--- src/common/rxt_pkg.sv ---
package rxt_pkg;

  localparam int CLK_NS = 10;

  // register map and power-on values
  localparam logic [7:0] ADDR_NR = 8'h07;
  localparam logic [7:0] ADDR_BL = 8'h08;
  localparam logic [7:0] NR_RST  = 8'h0E;
  localparam logic [7:0] BL_RST  = 8'h1F;

  // step sizes: 512 and 128 periods of the 13.56 MHz carrier
  localparam int NR_STEP_NS  = 37760;
  localparam int BL_STEP_NS  = 9440;
  localparam int NR_STEP_CYC = NR_STEP_NS / CLK_NS;
  localparam int BL_STEP_CYC = BL_STEP_NS / CLK_NS;
  localparam int STEP_W      = 12;

  // protocol preset times
  localparam int NR_OTHER_NS = 529000;
  localparam int NR_VHI_NS   = 755000;
  localparam int NR_VLO_NS   = 1812000;
  localparam int BL_JP_NS    = 9440;
  localparam int BL_PROX_NS  = 66000;
  localparam int BL_VIC_NS   = 293000;

  // nearest whole step for a preset time
  function automatic logic [7:0] rxt_steps(input int t_ns, input int step_ns);
    return 8'((t_ns + step_ns / 2) / step_ns);
  endfunction : rxt_steps

  localparam logic [7:0] NR_OTHER = rxt_steps(NR_OTHER_NS, NR_STEP_NS);
  localparam logic [7:0] NR_VHI   = rxt_steps(NR_VHI_NS, NR_STEP_NS);
  localparam logic [7:0] NR_VLO   = rxt_steps(NR_VLO_NS, NR_STEP_NS);
  localparam logic [7:0] BL_JP    = rxt_steps(BL_JP_NS, BL_STEP_NS);
  localparam logic [7:0] BL_PROX  = rxt_steps(BL_PROX_NS, BL_STEP_NS);
  localparam logic [7:0] BL_VIC   = rxt_steps(BL_VIC_NS, BL_STEP_NS);

  // protocol selection codes; unlisted codes take the generic presets
  localparam logic [2:0] PROTO_VIC_LO = 3'h0;
  localparam logic [2:0] PROTO_VIC_HI = 3'h1;
  localparam logic [2:0] PROTO_PROX_A = 3'h2;
  localparam logic [2:0] PROTO_PROX_B = 3'h3;
  localparam logic [2:0] PROTO_JP     = 3'h4;

  typedef enum logic [1:0] {
    NR_IDLE = 2'b01,
    NR_RUN  = 2'b10
  } rxt_nr_e;

  typedef struct packed {
    logic       wr;
    logic       rd;
    logic [7:0] addr;
    logic [7:0] wdata;
  } rxt_reg_req_s;

  typedef struct packed {
    logic       wr;
    logic [2:0] code;
  } rxt_proto_req_s;

endpackage : rxt_pkg

--- src/rtl/rxt_step_tick.sv ---
`timescale 1ns/1ps
`default_nettype none
module rxt_step_tick
  import rxt_pkg::*;
#(
  parameter int PERIOD = NR_STEP_CYC,
  parameter int W      = STEP_W
) (
  input  wire logic clock,
  input  wire logic rst,
  input  wire logic restart,
  output logic      tick
);

  typedef struct packed {
    logic [W-1:0] cnt;
  } rxt_tick_st_s;

  localparam logic [W-1:0] LAST = W'(PERIOD - 1);

  rxt_tick_st_s s;
  rxt_tick_st_s next_s;

  // one tick every PERIOD clocks, phase set by restart
  assign tick = (s.cnt == LAST) && !restart;

  always_comb begin
    next_s = s;
    if (restart || tick) begin
      next_s.cnt = '0;
    end else begin
      next_s.cnt = s.cnt + W'(1);
    end
  end

  always_ff @(posedge clock or posedge rst) begin
    if (rst) begin
      s <= '0;
    end else begin
      s <= next_s;
    end
  end
endmodule : rxt_step_tick
`default_nettype wire

--- src/rtl/rxt_timers.sv ---
`timescale 1ns/1ps
`default_nettype none
module rxt_timers
  import rxt_pkg::*;
#(
  parameter int NR_STEP = NR_STEP_CYC,
  parameter int BL_STEP = BL_STEP_CYC
) (
  input  wire logic           clock,
  input  wire logic           rst,
  input  wire logic           chip_en,
  input  wire rxt_reg_req_s   reg_req,
  input  wire rxt_proto_req_s proto_req,
  input  wire logic           tx_eof,
  input  wire logic           rx_start,
  input  wire logic           fifo_reset,
  output logic [7:0]          reg_rdata,
  output logic                no_resp_irq,
  output logic                nr_running,
  output logic                rx_dec_reset,
  output logic                rx_start_ok
);

  typedef struct packed {
    logic       en_meta;
    logic       en_sync;
    logic [7:0] nr_reg;
    logic [7:0] bl_reg;
    logic [2:0] proto;
    rxt_nr_e    nr_st;
    logic [7:0] nr_cnt;
    logic [7:0] bl_cnt;
    logic       irq;
    logic [7:0] rdata;
  } rxt_st_s;

  localparam rxt_st_s ST_RST = '{
    en_meta: 1'b0, en_sync: 1'b0, nr_reg: NR_RST, bl_reg: BL_RST,
    proto: PROTO_VIC_LO, nr_st: NR_IDLE, nr_cnt: 8'h00,
    bl_cnt: 8'h00, irq: 1'b0, rdata: 8'h00};

  rxt_st_s s;
  rxt_st_s next_s;
  logic    nr_tick;
  logic    bl_tick;
  logic    vic;
  logic    blanking;

  ////////////////////////////////////////////////////////////////////
  // step dividers, both phased to the end of the transmit frame

  rxt_step_tick #(.PERIOD(NR_STEP), .W(STEP_W)) nr_div (
    .clock   (clock),
    .rst     (rst),
    .restart (tx_eof),
    .tick    (nr_tick)
  );

  rxt_step_tick #(.PERIOD(BL_STEP), .W(STEP_W)) bl_div (
    .clock   (clock),
    .rst     (rst),
    .restart (tx_eof),
    .tick    (bl_tick)
  );

  ////////////////////////////////////////////////////////////////////
  // outputs

  assign vic          = (s.proto == PROTO_VIC_LO) || (s.proto == PROTO_VIC_HI);
  assign blanking     = (s.bl_cnt != 8'h00);
  assign rx_dec_reset = blanking;
  // the eof cycle itself also masks, the blanking count is not loaded yet
  assign rx_start_ok  = rx_start && !blanking && !tx_eof;
  assign no_resp_irq  = s.irq;
  assign nr_running   = (s.nr_st == NR_RUN);
  assign reg_rdata    = s.rdata;

  ////////////////////////////////////////////////////////////////////
  // next state

  always_comb begin
    next_s         = s;
    next_s.en_meta = chip_en;
    next_s.en_sync = s.en_meta;
    next_s.irq     = 1'b0;
    // read data latched on the strobe, unmapped reads give zero
    if (reg_req.rd) begin
      unique case (reg_req.addr)
        ADDR_NR: next_s.rdata = s.nr_reg;
        ADDR_BL: next_s.rdata = s.bl_reg;
        default: next_s.rdata = 8'h00;
      endcase
    end
    if (!s.en_sync) begin
      // chip disabled: registers back to power-on values, timers stop
      next_s.nr_reg = NR_RST;
      next_s.bl_reg = BL_RST;
      next_s.nr_st  = NR_IDLE;
      next_s.nr_cnt = 8'h00;
      next_s.bl_cnt = 8'h00;
    end else begin
      // protocol selection overrides a same-cycle host write
      if (proto_req.wr) begin
        next_s.proto = proto_req.code;
        unique case (proto_req.code)
          PROTO_VIC_HI: next_s.nr_reg = NR_VHI;
          PROTO_VIC_LO: next_s.nr_reg = NR_VLO;
          default:      next_s.nr_reg = NR_OTHER;
        endcase
        unique case (proto_req.code)
          PROTO_JP:                   next_s.bl_reg = BL_JP;
          PROTO_PROX_A, PROTO_PROX_B: next_s.bl_reg = BL_PROX;
          PROTO_VIC_LO, PROTO_VIC_HI: next_s.bl_reg = BL_VIC;
          default:                    next_s.bl_reg = BL_RST;
        endcase
      end else if (reg_req.wr) begin
        if (reg_req.addr == ADDR_NR) begin
          next_s.nr_reg = reg_req.wdata;
        end
        if (reg_req.addr == ADDR_BL) begin
          next_s.bl_reg = reg_req.wdata;
        end
      end
      // blanking count in 9.44 us steps from end of frame
      if (tx_eof) begin
        next_s.bl_cnt = s.bl_reg;
      end else if (bl_tick && blanking) begin
        next_s.bl_cnt = s.bl_cnt - 8'h01;
      end
      // no-response slot timer; value zero leaves it off
      unique case (s.nr_st)
        NR_IDLE: begin
          if (tx_eof && vic && (s.nr_reg != 8'h00)) begin
            next_s.nr_st  = NR_RUN;
            next_s.nr_cnt = s.nr_reg;
          end
        end
        NR_RUN: begin
          if (tx_eof) begin
            next_s.nr_cnt = s.nr_reg;
            if (!vic || (s.nr_reg == 8'h00)) begin
              next_s.nr_st = NR_IDLE;
            end
          end else if (rx_start_ok || fifo_reset) begin
            next_s.nr_st = NR_IDLE;
          end else if (nr_tick) begin
            if (s.nr_cnt == 8'h01) begin
              next_s.nr_st = NR_IDLE;
              next_s.irq   = vic;
            end else begin
              next_s.nr_cnt = s.nr_cnt - 8'h01;
            end
          end
        end
        default: begin
          next_s.nr_st = NR_IDLE;
        end
      endcase
    end
  end

  always_ff @(posedge clock or posedge rst) begin
    if (rst) begin
      s <= ST_RST;
    end else begin
      s <= next_s;
    end
  end

  ////////////////////////////////////////////////////////////////////
  // checking helpers: cycles since end of frame, values loaded there

  logic [19:0] cyc;
  logic [7:0]  nr_load;
  logic [7:0]  bl_load;

  always_ff @(posedge clock or posedge rst) begin
    if (rst) begin
      cyc     <= 20'h00000;
      nr_load <= 8'h00;
      bl_load <= 8'h00;
    end else if (tx_eof) begin
      cyc     <= 20'h00000;
      nr_load <= s.nr_reg;
      bl_load <= s.bl_reg;
    end else if (cyc != 20'hFFFFF) begin
      cyc <= cyc + 20'h00001;
    end
  end
endmodule : rxt_timers
`default_nettype wire

--- config.mk ---
export PLATFORM = sky130hd
export DESIGN_NAME = rxt_timers
export DESIGN_NICKNAME = d
export VERILOG_FILES = /design/src/common/rxt_pkg.sv /design/src/rtl/rxt_step_tick.sv /design/src/rtl/rxt_timers.sv
export SDC_FILE = /design/constraint.sdc
export NUM_CORES = 1
export LEC_CHECK = 0
export BUFFER_PORTS_ARGS = -buffer_cell sky130_fd_sc_hd__buf_2
export CAP_MARGIN = 20
export CORE_ASPECT_RATIO = 1.1
export CORE_MARGIN = 2
export CORE_UTILIZATION = 55
export DETAILED_ROUTE_END_ITERATION = 7
export GPL_ROUTABILITY_DRIVEN = 0
export GPL_TIMING_DRIVEN = 0
export PLACE_DENSITY = 0.75
export RECOVER_POWER = 25
export SYNTH_ARGS = -nofsm -noshare
export SYNTH_HDL_FRONTEND = slang
export SYNTH_HIERARCHICAL = 1
export SYNTH_SLANG_ARGS = --single-unit
--- constraint.sdc ---
create_clock -name clock -period 2.82 [get_ports clock]
set_input_delay 0.846 -clock clock [delete_from_list [all_inputs] [get_ports clock]]
set_output_delay 0.846 -clock clock [all_outputs]
set_load 0.02 [all_outputs]
* Yosys cells after proc, flatten, opt, wreduce, memory -nomap -nowiden
Index checks and enable logic that the tools add are counted.
** Operators by class
- Add/sub/neg operators :: 4
- Eq/ne operators :: 24
- Multiplexer cells :: 29
- Reductions and logical operators :: 26
** Operator list (number)
- $mux W16 :: 3
- $mux W8 :: 6
- $pmux W8 S2 :: 2
- $mux W10 :: 3
- $add A12 B1 Y12 const B :: 2
- $mux W12 :: 2
- $mux W18 :: 1
- $reduce_bool A8 Y1 :: 2
- $sub A8 B1 Y8 const B :: 2
- $eq A12 B10 Y1 const B :: 1
- $eq A12 B12 Y1 const B :: 1
- $ne A3 B2 Y1 const B :: 4
- $pmux W6 S2 :: 1
- $ne A5 B3 Y1 const B :: 2
- $pmux W5 S2 :: 1
- $eq A8 B1 Y1 const B :: 1
- $eq A8 B3 Y1 const B :: 1
- $eq A8 B4 Y1 const B :: 1
- $logic_not A8 Y1 :: 1
- $ne A4 B3 Y1 const B :: 2
- $ne A4 B4 Y1 const B :: 2
- $logic_and A1 B1 Y1 :: 7
- $eq A3 B1 Y1 const B :: 2
- $eq A3 B2 Y1 const B :: 2
- other kinds (14) :: 31
** Word-level totals
- Flip-flop bits (word level) :: 72

* Depth between registers and ports, before layout
Gate-level depths: netlist (run 1).
- Depth after elaboration :: 9
- Depth in mapped cells :: 8

* By module
The synthesis (run 1) kept the hierarchy.
** Modules (own cells, without submodules)
- rxt_timers :: instances 1, cells an instance 287, area an instance 2676.3 um2, sequential area each 1187.4 um2
- rxt_step_tick (bl_div) :: instances 1, cells an instance 60, area an instance 599.3 um2, sequential area each 300.3 um2
- rxt_step_tick (nr_div) :: instances 1, cells an instance 61, area an instance 593.1 um2, sequential area each 300.3 um2

* Least setup slack after synthesis (run 1)
OpenSTA, ideal clock, no wires.
- Path type :: reg-to-output
- Start point :: reg, netlist name s[9]
- End point :: out rx_start_ok
- Arrival :: 1461 ps
- Path slack :: 513 ps
- Cell stages (with the launch flop) :: 5
- Cell sequence :: dfrtp_1 > inv_1 > ha_1 > or3b_2 > nor4_4
** RTL lines
- end, declared :: line rxt_timers.sv:21 : output logic rx_start_ok

==> results.json, run 1 <==
{
  "routed_wl_mm": 8.69,
  "final_util_pct": 63.4,
  "yosys.area.top_type_share_pct": 40.1,
  "dp_hpwl_mm": 6.35,
  "ys_async_sr_fraction_pct": 100,
  "fin_crit_ns": 2.73,
  "grt_pass1_wl_mm": 15.1,
  "antenna_found_initial": 0,
  "tns_ns": 0,
  "crit_path_start_kind": "flop",
  "setup-violations-final": 0,
  "fin_ws_ns": 0.0936,
  "pwr-share-comb_pct": 13.1,
  "crit_path_end_kind": "output port",
  "antenna_cells": 0,
  "clock_latency_ns": 0.35,
  "cp_cell_sequence": "inv_1 > ha_1 > or3b_4 > or2_2 > buf_2",
  "rows": 32,
  "core_sq_um": 6930,
  "synth_mux_area_share_pct": 1.97,
  "drc_errors": 0,
  "max-cap-violations": 0,
  "top_level_ports": 40,
  "io_buffers": 38,
  "max_slew_margin_pct": 59.9,
  "grt_start_max_net_pins": 35,
  "ys_top_cells_by_count": "dfrtp_1 (62), nor2_1 (36), nand2_1 (35)",
  "cp_slowest_cell": "or3b_4",
  "syn_area_sq_um": 3870,
  "route.detailed.wl_per_inst_microns": 15.8,
  "cts_sinks": 71,
  "layout-drive-gt1-share_pct": 21.1,
  "p_sw_share_pct": 27.5,
  "die_w_microns": 84.0,
  "hold_path_class": "reg2reg",
  "arrival_ns": 1.88,
  "cts_buffers": 9,
  "hold_buffers": 0,
  "finalCritPeriodShare_pct": 96.7,
  "p_leak_nw": 1.87,
  "area_growth_syn_to_layout_pct": 13.5,
  "firstDrtPassIters": 5,
  "overflow": 0,
  "first_global_vias": 3317,
  "synth-compound-area-share_pct": 19.4,
  "rsz0062_at_grt": "no",
  "power.share.clock_pct": 36.0,
  "synth_largest_area_cell": "dfrtp_1",
  "netlist_instances": 408,
  "yosysSeqAreaShare_pct": 46.2,
  "synth_area_per_cell_sq_um": 9.48,
  "nNetsFinal": 493,
  "synth_simple_gate_area_share_pct": 22.3,
  "finalMaxSlewViolations": 0,
  "clk_path_buf_depth": 2,
  "synth-edff-count": 0,
  "yosysWarnings": 6,
  "synth_fa_ha_area_share_pct": 1.94,
  "intPower_mw": 1.60,
  "cts.clk_slew.worst_paths_ns": 0.07,
  "status": "completed",
  "ant_nets": 0,
  "synth_top_family_by_area": "simple AND/OR/NAND/NOR gates",
  "vias": 3318,
  "synth_cell_types": 64,
  "dieHeight_microns": 92.0,
  "peakVddDrop_mv": 0.351,
  "worstMarginPinSlew_ns": 0.601,
  "cts_tree": "built",
  "crit_type": "reg2out",
  "synthTopCellsByArea": "dfrtp_1 (40%), dfstp_2 (6.1%), a21oi_1 (3.8%)",
  "powerDensity_nw_per_um2": 502,
  "fmaxAchievable_mhz": 367,
  "ys.flop_type": "dfrtp_1",
  "die-area_sq_um": 7720,
  "initial_core_util_pct": 55.9,
  "dp_slack_ns": 0.0718,
  "initialDrtViolationCount": 283,
  "seq_power_share_pct": 51.0,
  "htree_levels": 3,
  "viasPerCell": 6.04,
  "grtUsageTotal_pct": 24.6,
  "fin_worst_skew_ns": 0.00770,
  "cp_data_required_time_ns": 1.97,
  "max_stage_delay_ns": 0.41,
  "syn-num-nets": 442,
  "finalHoldViolCount": 0,
  "yosysMostFrequentCell": "dfrtp_1",
  "cp_max_fo": 3,
  "cts-root-buf": "clkbuf_8",
  "synth-xor-area-share_pct": 3.40,
  "synth_seq_cells": 71,
  "p_sw_mw": 0.607
}
[worst paths after layout]
kind	startpoint	end	slack [ns]	cells after the start
max	s[10]$_DFFE_PP0P_	rx_dec_reset	0.09	5
min	next_s[46]$_DFF_PP0_	s[46]$_DFF_PP0_	0.35	0
max reg2reg	nr_div/s[6]$_DFF_PP0_	s[22]$_DFFE_PP0P_	0.33	7
min reg2reg	next_s[46]$_DFF_PP0_	s[46]$_DFF_PP0_	0.35	0
max in group asynchronous	rst	s[39]$_DFFE_PP1P_	1.60	3
min in group asynchronous	rst	nr_div/s[6]$_DFF_PP0_	0.50	2
[critical path, delay by kind of cell (launching register included)]
kind	cells	cell delay [ns]
and+or+nand+nor	2	0.71
buffers and inverters	2	0.27
adders and majority gates	1	0.16
DFF	1	0.39
[power by group through the flow]
| stage | Sequential, mW | Combinational (mW) | Clock, mW |
|---|---|---|---|
| floorplan | 1.13 | 0.205 | 0 |
| global placement | 1.14 | 0.276 | 0 |
| detailed placement | 1.14 | 0.286 | 0 |
| CTS | 1.12 | 0.290 | 0.810 |
| global route | 1.13 | 0.324 | 0.852 |
| finish | 1.12 | 0.288 | 0.792 |
[layer usage]
metal	vias up	wire, microns	global-route usage, %
met2	104	4410	41.0
met1	1606	3680	31.0
met3	19	407	3.69
met5	-	0	0
li1	1589	-	-
met4	0	201	13.3
[cell families after synthesis]
kind of cell | after synthesis
XOR/XNOR | 15
buffers and inverters | 41
flip-flops | 71
AO/OA/AOI/OAI | 109
multiplexers | 7
AND/OR/NAND/NOR | 159
adder cells (fa/ha/maj) | 6
[sequential cells by signal, summed over array words and instances, names as in the netlist]
| name | cells |
|---|---|
| bl_div/s | 12 |
| next_s | 1 |
| no_resp_irq | 1 |
| nr_div/s | 12 |
| reg_rdata | 8 |
| s | 37 |
[cells in the final DEF (no fill, tap or decap), types with 3 or more instances in the layout]
| cell type | count |
|---|---|
| xnor2_1 | 8 |
| nor4_1 | 9 |
| nor2b_1 | 3 |
| nor2_1 | 36 |
| a21oi_1 | 29 |
| nor3_1 | 9 |
| o311ai_0 | 6 |
| o31ai_1 | 3 |
| a22oi_1 | 10 |
| clkbuf_8 | 9 |
| nand2_1 | 35 |
| nand2b_1 | 7 |
| xor2_1 | 7 |
| dfrtp_1 | 62 |
| mux2_2 | 5 |
| inv_1 | 20 |
| buf_2 | 36 |
| o21ai_1 | 6 |
| o21ai_0 | 22 |
| or3_1 | 7 |
| nor3b_1 | 3 |
| nand3_1 | 19 |
| ha_1 | 6 |
| o211ai_1 | 3 |
| nand4_1 | 4 |
| clkbuf_1 | 11 |
| or4_1 | 4 |
| clkinv_2 | 3 |
| dfstp_2 | 9 |
| o211a_1 | 4 |
| buf_4 | 10 |
| a31oi_1 | 5 |
[per-stage QoR]
step	instance area, sq um	total power [mW]	cells	hold slack, ns
after global placement	4170	1.42	531	0.332
after global routing	4390	2.31	549	0.372
after CTS	4390	2.22	549	0.353
after detailed placement	4190	1.43	532	0.336
final	4390	2.20	549	0.350
after floorplan	3870	1.33	408	0.331
[area by class of cell]
type | count | area, sq um
Multi-Input combinational cell | 296 | 1910
Timing Repair Buffer | 40 | 219
Inverter | 22 | 82.6
Clock buffer | 10 | 128
Tap cell | 85 | 106
Buffer | 19 | 101
Clock inverter | 6 | 61.3
Fill cell | 584 | 2530
Sequential cell | 71 | 1790
[what timing repair did]
item / in CTS / in global routing
gates resized for setup: 3 / 1
cloned: 0 / 0
endpoints found under the setup margin: 2 / 3
buffers inserted: 1 / 0
pin swaps: 1 / 1
Note: power is estimated with default switching activity, not from simulation.
==> inputs of run 2 (changes only) <==
--- a/config.mk
+++ b/config.mk
@@ -5,15 +5,15 @@
 export SDC_FILE = /design/constraint.sdc
 export NUM_CORES = 1
 export LEC_CHECK = 0
-export BUFFER_PORTS_ARGS = -buffer_cell sky130_fd_sc_hd__buf_2
 export CAP_MARGIN = 20
 export CORE_ASPECT_RATIO = 1.1
 export CORE_MARGIN = 2
 export CORE_UTILIZATION = 55
 export DETAILED_ROUTE_END_ITERATION = 7
+export DONT_BUFFER_PORTS = 1
 export GPL_ROUTABILITY_DRIVEN = 0
 export GPL_TIMING_DRIVEN = 0
-export PLACE_DENSITY = 0.75
+export PLACE_DENSITY = 0.7
 export RECOVER_POWER = 25
 export SYNTH_ARGS = -nofsm -noshare
 export SYNTH_HDL_FRONTEND = slang
==> constraint.sdc (replaced) <==
create_clock -name clock -period 2.9 [get_ports clock]
set_input_delay 0.87 -clock clock [delete_from_list [all_inputs] [get_ports clock]]
set_output_delay 0.87 -clock clock [all_outputs]
set_load 0.02 [all_outputs]
==> run 2 against run 1 <==
The run now ends with capacitance limit, slew limit left. Non-clock buffer count is 34 lower. Critical path depth is 1 lower. Clock skew is 0.0030 ns higher. Register-to-register slack better by 0.02 ns. Critical path type unchanged. Largest power group unchanged. Highest routed layer unchanged.
==> results.json, run 2 (synthesized netlist as in run 1, its figures left out) <==
{
  "arrival_ns": 1.93,
  "cp_data_required_time_ns": 2.03,
  "finalCritPeriodShare_pct": 96.5,
  "cp_max_fo": 4,
  "mostFrequentLayoutCells": "dfrtp_1 (62), nor2_1 (36), nand2_1 (35)",
  "hold_path_class": "reg2reg",
  "viasPerCell": 6.13,
  "hold_buffers": 0,
  "area_growth_syn_to_layout_pct": 9.86,
  "fin_crit_ns": 2.80,
  "antenna_cells": 0,
  "r2r_slack_ns": 0.35,
  "p_leak_nw": 1.75,
  "vias": 3151,
  "largest_reg_flops": 37,
  "finalNonFillerCells": 514,
  "first_global_vias": 3106,
  "holdPathEnd": "s[46]$_DFF_PP0_",
  "crit_type": "reg2out",
  "io_buffers": 0,
  "status": "finished with violations",
  "ant_nets": 0,
  "drc_errors": 0,
  "grtUsageTotal_pct": 23.7,
  "cts_buffers": 9,
  "overflow": 0,
  "initial_core_util_pct": 55.9,
  "holdCritStartpoint": "next_s[46]$_DFF_PP0_",
  "die-area_sq_um": 7720,
  "layout_commonest_cell": "dfrtp_1",
  "cp_cell_sequence": "inv_2 > ha_4 > or3b_4 > nor4_4",
  "fin_worst_skew_ns": 0.0107,
  "fmaxAchievable_mhz": 357,
  "worstMarginPinSlew_ns": 1.73,
  "route.detailed.wl_per_inst_microns": 16.4,
  "num-fill-cells": 621,
  "violations": "capacitance limit, slew limit",
  "cp_slowest_cell": "nor4_4",
  "initialDrtViolationCount": 255,
  "core_sq_um": 6930,
  "dieHeight_microns": 92.0,
  "routed_wl_mm": 8.43,
  "finalMaxSlewViolations": 40,
  "rr_worst_depth": 8,
  "die_w_microns": 84.0,
  "crit_path_start_kind": "flop",
  "whs_path_depth": 0,
  "powerDensity_nw_per_um2": 515,
  "nNetsFinal": 459,
  "setup-violations-final": 0,
  "rsz0062_at_grt": "yes",
  "grt_start_max_net_pins": 40,
  "cts.clk_slew.worst_paths_ns": 0.07,
  "finalHoldViolCount": 0,
  "cts-root-buf": "clkbuf_8",
  "max_slew_margin_pct": -15.5,
  "max_stage_delay_ns": 0.59,
  "htree_levels": 3,
  "reg2reg_to": "s[22]$_DFFE_PP0P_",
  "firstDrtPassIters": 4,
  "r2r-start": "nr_div/s[9]$_DFF_PP0_",
  "layout-drive-gt1-share_pct": 15.2,
  "antenna_found_initial": 0,
  "cts_sinks": 71,
  "dp_hpwl_mm": 6.14,
  "clock_latency_ns": 0.34,
  "top_level_ports": 40,
  "regMostFlops": "s",
  "tns_ns": 0,
  "cts_tree": "built",
  "peakVddDrop_mv": 0.296,
  "reg_top3": "s: 37 flops, bl_div/s: 12 flops, nr_div/s: 12 flops",
  "grt_pass1_wl_mm": 14.7,
  "place_inst": 494,
  "crit_path_end_kind": "output port",
  "max-cap-violations": 1,
  "clk_path_buf_depth": 2,
  "rows": 32
}
run 2: where the power goes:
part | internal [mW] | switching, mW | total, mW
registers | 1.04 | 0.0474 | 1.09
logic | 0.106 | 0.150 | 0.256
clock network | 0.478 | 0.364 | 0.842
total | 1.63 | 0.562 | 2.19
run 2: layer usage:
layer	track usage [%]	wire, microns	vias up
met4	8.47	184	0
met1	30.9	3760	1520
met5	0	0	-
li1	-	-	1519
met2	38.4	4060	93
met3	6.12	422	19
run 2: critical path, delay by kind of cell (launching register included):
| family | cells | cell delay [ns] |
|---|---|---|
| buf+inv | 1 | 0.09 |
| flops | 1 | 0.39 |
| simple gates | 2 | 0.98 |
| fa+ha+maj | 1 | 0.12 |
run 2: repair_timing:
| item | 4_1_cts | 5_1_grt |
|---|---|---|
| buffers inserted | 0 | 5 |
| setup endpoints to repair | 0 | 1 |
| resized for setup | 0 | 5 |
run 2: through the flow:
step	cell area (sq um)	utilization [%]	hold slack (ns)	worst slack, ns	power [mW]
final	4250	61.4	0.350	0.102	2.19
after global routing	4250	61.4	0.356	-0.0174	2.29
after CTS	4210	60.7	0.314	0.000564	2.20
after detailed placement	4000	57.7	0.337	0.379	1.35
after global placement	3980	57.4	0.332	0.378	1.35
after floorplan	3870	-	0.331	0.569	1.30
run 2: cell type report:
type | count | area [sq um] | share of cell area (%)
inverter | 22 | 82.6 | 1.94
sequential | 71 | 1790 | 42.1
clock buffer | 9 | 124 | 2.91
timing repair buffer | 6 | 50.0 | 1.18
buffer | 19 | 101 | 2.38
tap | 85 | 106 | 2.50
multi-input combinational | 296 | 1910 | 45.0
clock inverter | 6 | 86.3 | 2.03
run 2: how the worst max path moves through the flow:
stage | start | end | slack [ns] | cells after the start
after detailed placement | nr_div/s[10]$_DFF_PP0_ | s[24]$_DFFE_PP0P_ | 0.38 | 8
after CTS | s[9]$_DFFE_PP0P_ | rx_start_ok | 0.0006 | 4
after global routing | s[9]$_DFFE_PP0P_ | rx_start_ok | -0.02 | 4
after global placement | rst | next_s[46]$_DFF_PP0_ | 0.38 | 1
after floorplan | s[9]$_DFFE_PP0P_ | rx_start_ok | 0.57 | 4
final | s[9]$_DFFE_PP0P_ | rx_start_ok | 0.10 | 4
==> inputs of run 3 (changes only) <==
==> constraint.sdc (replaced) <==
create_clock -name clock -period 3.2 [get_ports clock]
set_input_delay 0.96 -clock clock [delete_from_list [all_inputs] [get_ports clock]]
set_output_delay 0.96 -clock clock [all_outputs]
set_load 0.02 [all_outputs]
==> run 3 against run 2 <==
The run still ends with capacitance limit, slew limit left. Worst hold slack hardly changed. Via count is 1.4% lower. Clock-buffer cell count stayed put. Largest cell class unchanged.
==> results.json, run 3 (synthesized netlist as in run 1, its figures left out) <==
{
  "status": "finished with violations",
  "violations": "capacitance limit, slew limit",
  "max_stage_delay_ns": 0.51,
  "antenna_found_initial": 0,
  "routed_wl_mm": 8.38,
  "holdPathEnd": "s[46]$_DFF_PP0_",
  "whs_path_depth": 0,
  "fin_crit_ns": 2.97,
  "dp_slack_ns": 0.589,
  "route.detailed.wl_per_inst_microns": 16.5,
  "multi_input_area_sq_um": 1900,
  "layout-drive-gt1-share_pct": 13.4,
  "viasPerCell": 6.10,
  "initial_core_util_pct": 55.9,
  "finalMaxSlewViolations": 40,
  "cts-root-buf": "clkbuf_8",
  "rr_worst_depth": 8,
  "r2r-start": "nr_div/s[9]$_DFF_PP0_",
  "worstMarginPinSlew_ns": 1.81,
  "cts_resized": 0,
  "antenna_cells": 0,
  "hold_path_class": "reg2reg",
  "initialDrtViolationCount": 220,
  "die-area_sq_um": 7720,
  "reg2reg_to": "s[22]$_DFFE_PP0P_",
  "place_inst": 494,
  "largest_reg_flops": 37,
  "finalNonFillerCells": 509,
  "grt_start_max_net_pins": 40,
  "firstDrtPassIters": 4,
  "finalCritPeriodShare_pct": 92.9,
  "fmaxAchievable_mhz": 336,
  "dieHeight_microns": 92.0,
  "p_leak_nw": 1.71,
  "overflow": 0,
  "cp_data_required_time_ns": 2.24,
  "clock_latency_ns": 0.34,
  "cp_cell_sequence": "inv_1 > ha_1 > or3b_2 > nor4_4",
  "powerDensity_nw_per_um2": 470,
  "cp_slowest_cell": "or3b_2",
  "rows": 32,
  "ant_nets": 0,
  "dp_hpwl_mm": 6.14,
  "num-fill-cells": 624,
  "peakVddDrop_mv": 0.268,
  "crit_type": "reg2out",
  "reg_top3": "s: 37 flops, bl_div/s: 12 flops, nr_div/s: 12 flops",
  "holdCritStartpoint": "next_s[46]$_DFF_PP0_",
  "cp_max_fo": 4,
  "crit_family": "simple AND/OR/NAND/NOR gates",
  "crit_path_start_kind": "flop",
  "fin_worst_skew_ns": 0.00996,
  "crit_buf_inv": 1,
  "seq_area_sq_um": 1790,
  "setup-violations-final": 0,
  "clk_path_buf_depth": 2,
  "core_sq_um": 6930,
  "grt_pass1_wl_mm": 14.7,
  "nNetsFinal": 454,
  "cts.clk_slew.worst_paths_ns": 0.08,
  "drc_errors": 0,
  "top_level_ports": 40,
  "tns_ns": 0,
  "max_slew_margin_pct": -20.6,
  "crit_path_end_kind": "output port",
  "grtUsageTotal_pct": 23.7,
  "r2r_slack_ns": 0.64,
  "htree_levels": 3,
  "cts_tree": "built",
  "cts_buffers": 9,
  "hold_buffers": 0,
  "rsz0062_at_grt": "no",
  "mostFrequentLayoutCells": "dfrtp_1 (62), nor2_1 (36), nand2_1 (35)",
  "io_buffers": 0,
  "layout_commonest_cell": "dfrtp_1",
  "first_global_vias": 3106,
  "max-cap-violations": 1,
  "regMostFlops": "s",
  "arrival_ns": 2.01,
  "die_w_microns": 84.0,
  "area_growth_syn_to_layout_pct": 8.44,
  "fin_ws_ns": 0.226,
  "crit_path_start": "s[9]$_DFFE_PP0P_",
  "vias": 3106,
  "final_util_pct": 60.6,
  "cts_sinks": 71,
  "cts_setup_buffers": 0,
  "finalHoldViolCount": 0
}
## run 3: per-layer routing
| layer | share of wire [%] | GRT usage [%] |
|---|---|---|
| met5 | 0 | 0 |
| met4 | 1.8 | 8.47 |
| met3 | 5.1 | 6.12 |
| met2 | 48 | 38.4 |
| met1 | 45 | 30.9 |
## run 3: area by class of cell
| type | instances | area share, % |
|---|---|---|
| clock buffer | 9 | 2.95 |
| sequential | 71 | 42.6 |
| clock inverter | 6 | 2.06 |
| buffer | 19 | 2.42 |
| inverter | 22 | 1.97 |
| tap | 85 | 2.54 |
| timing repair buffer | 1 | 0.239 |
| multi-input combinational | 296 | 45.2 |
## run 3: worst max path at each step
stage	cells after the start	end	slack, ns
6_report	4	rx_start_ok	0.23
3_3_place_gp	1	next_s[46]$_DFF_PP0_	0.59
3_5_place_dp	4	rx_start_ok	0.59
5_1_grt	2	s[14]$_DFFE_PP0P_	0.07
4_1_cts	4	rx_start_ok	0.21
2_1_floorplan	2	rx_start_ok	0.77
## run 3: power breakdown
group	internal, mW	switching [mW]	total (mW)
clock network	0.433	0.332	0.765
logic	0.0854	0.132	0.218
registers	0.946	0.0432	0.990
## run 3: worst reg2reg max path: stages, from the launching register on
cell,delay (ns)
dfrtp_1,0.38
nand2_1,0.11
nor4_2,0.38
nand2_1,0.09
nor2_1,0.38
nor4b_1,0.53
a31oi_1,0.16
o311ai_0,0.29
o21ai_1,0.11
## run 3: through the flow
step	hold WS, ns	cell area, sq um	power [mW]
after floorplan	0.331	3870	1.17
after global placement	0.332	3980	1.22
after detailed placement	0.337	4000	1.23
after CTS	0.353	4210	1.99
after global routing	0.356	4200	2.06
final	0.350	4200	1.97
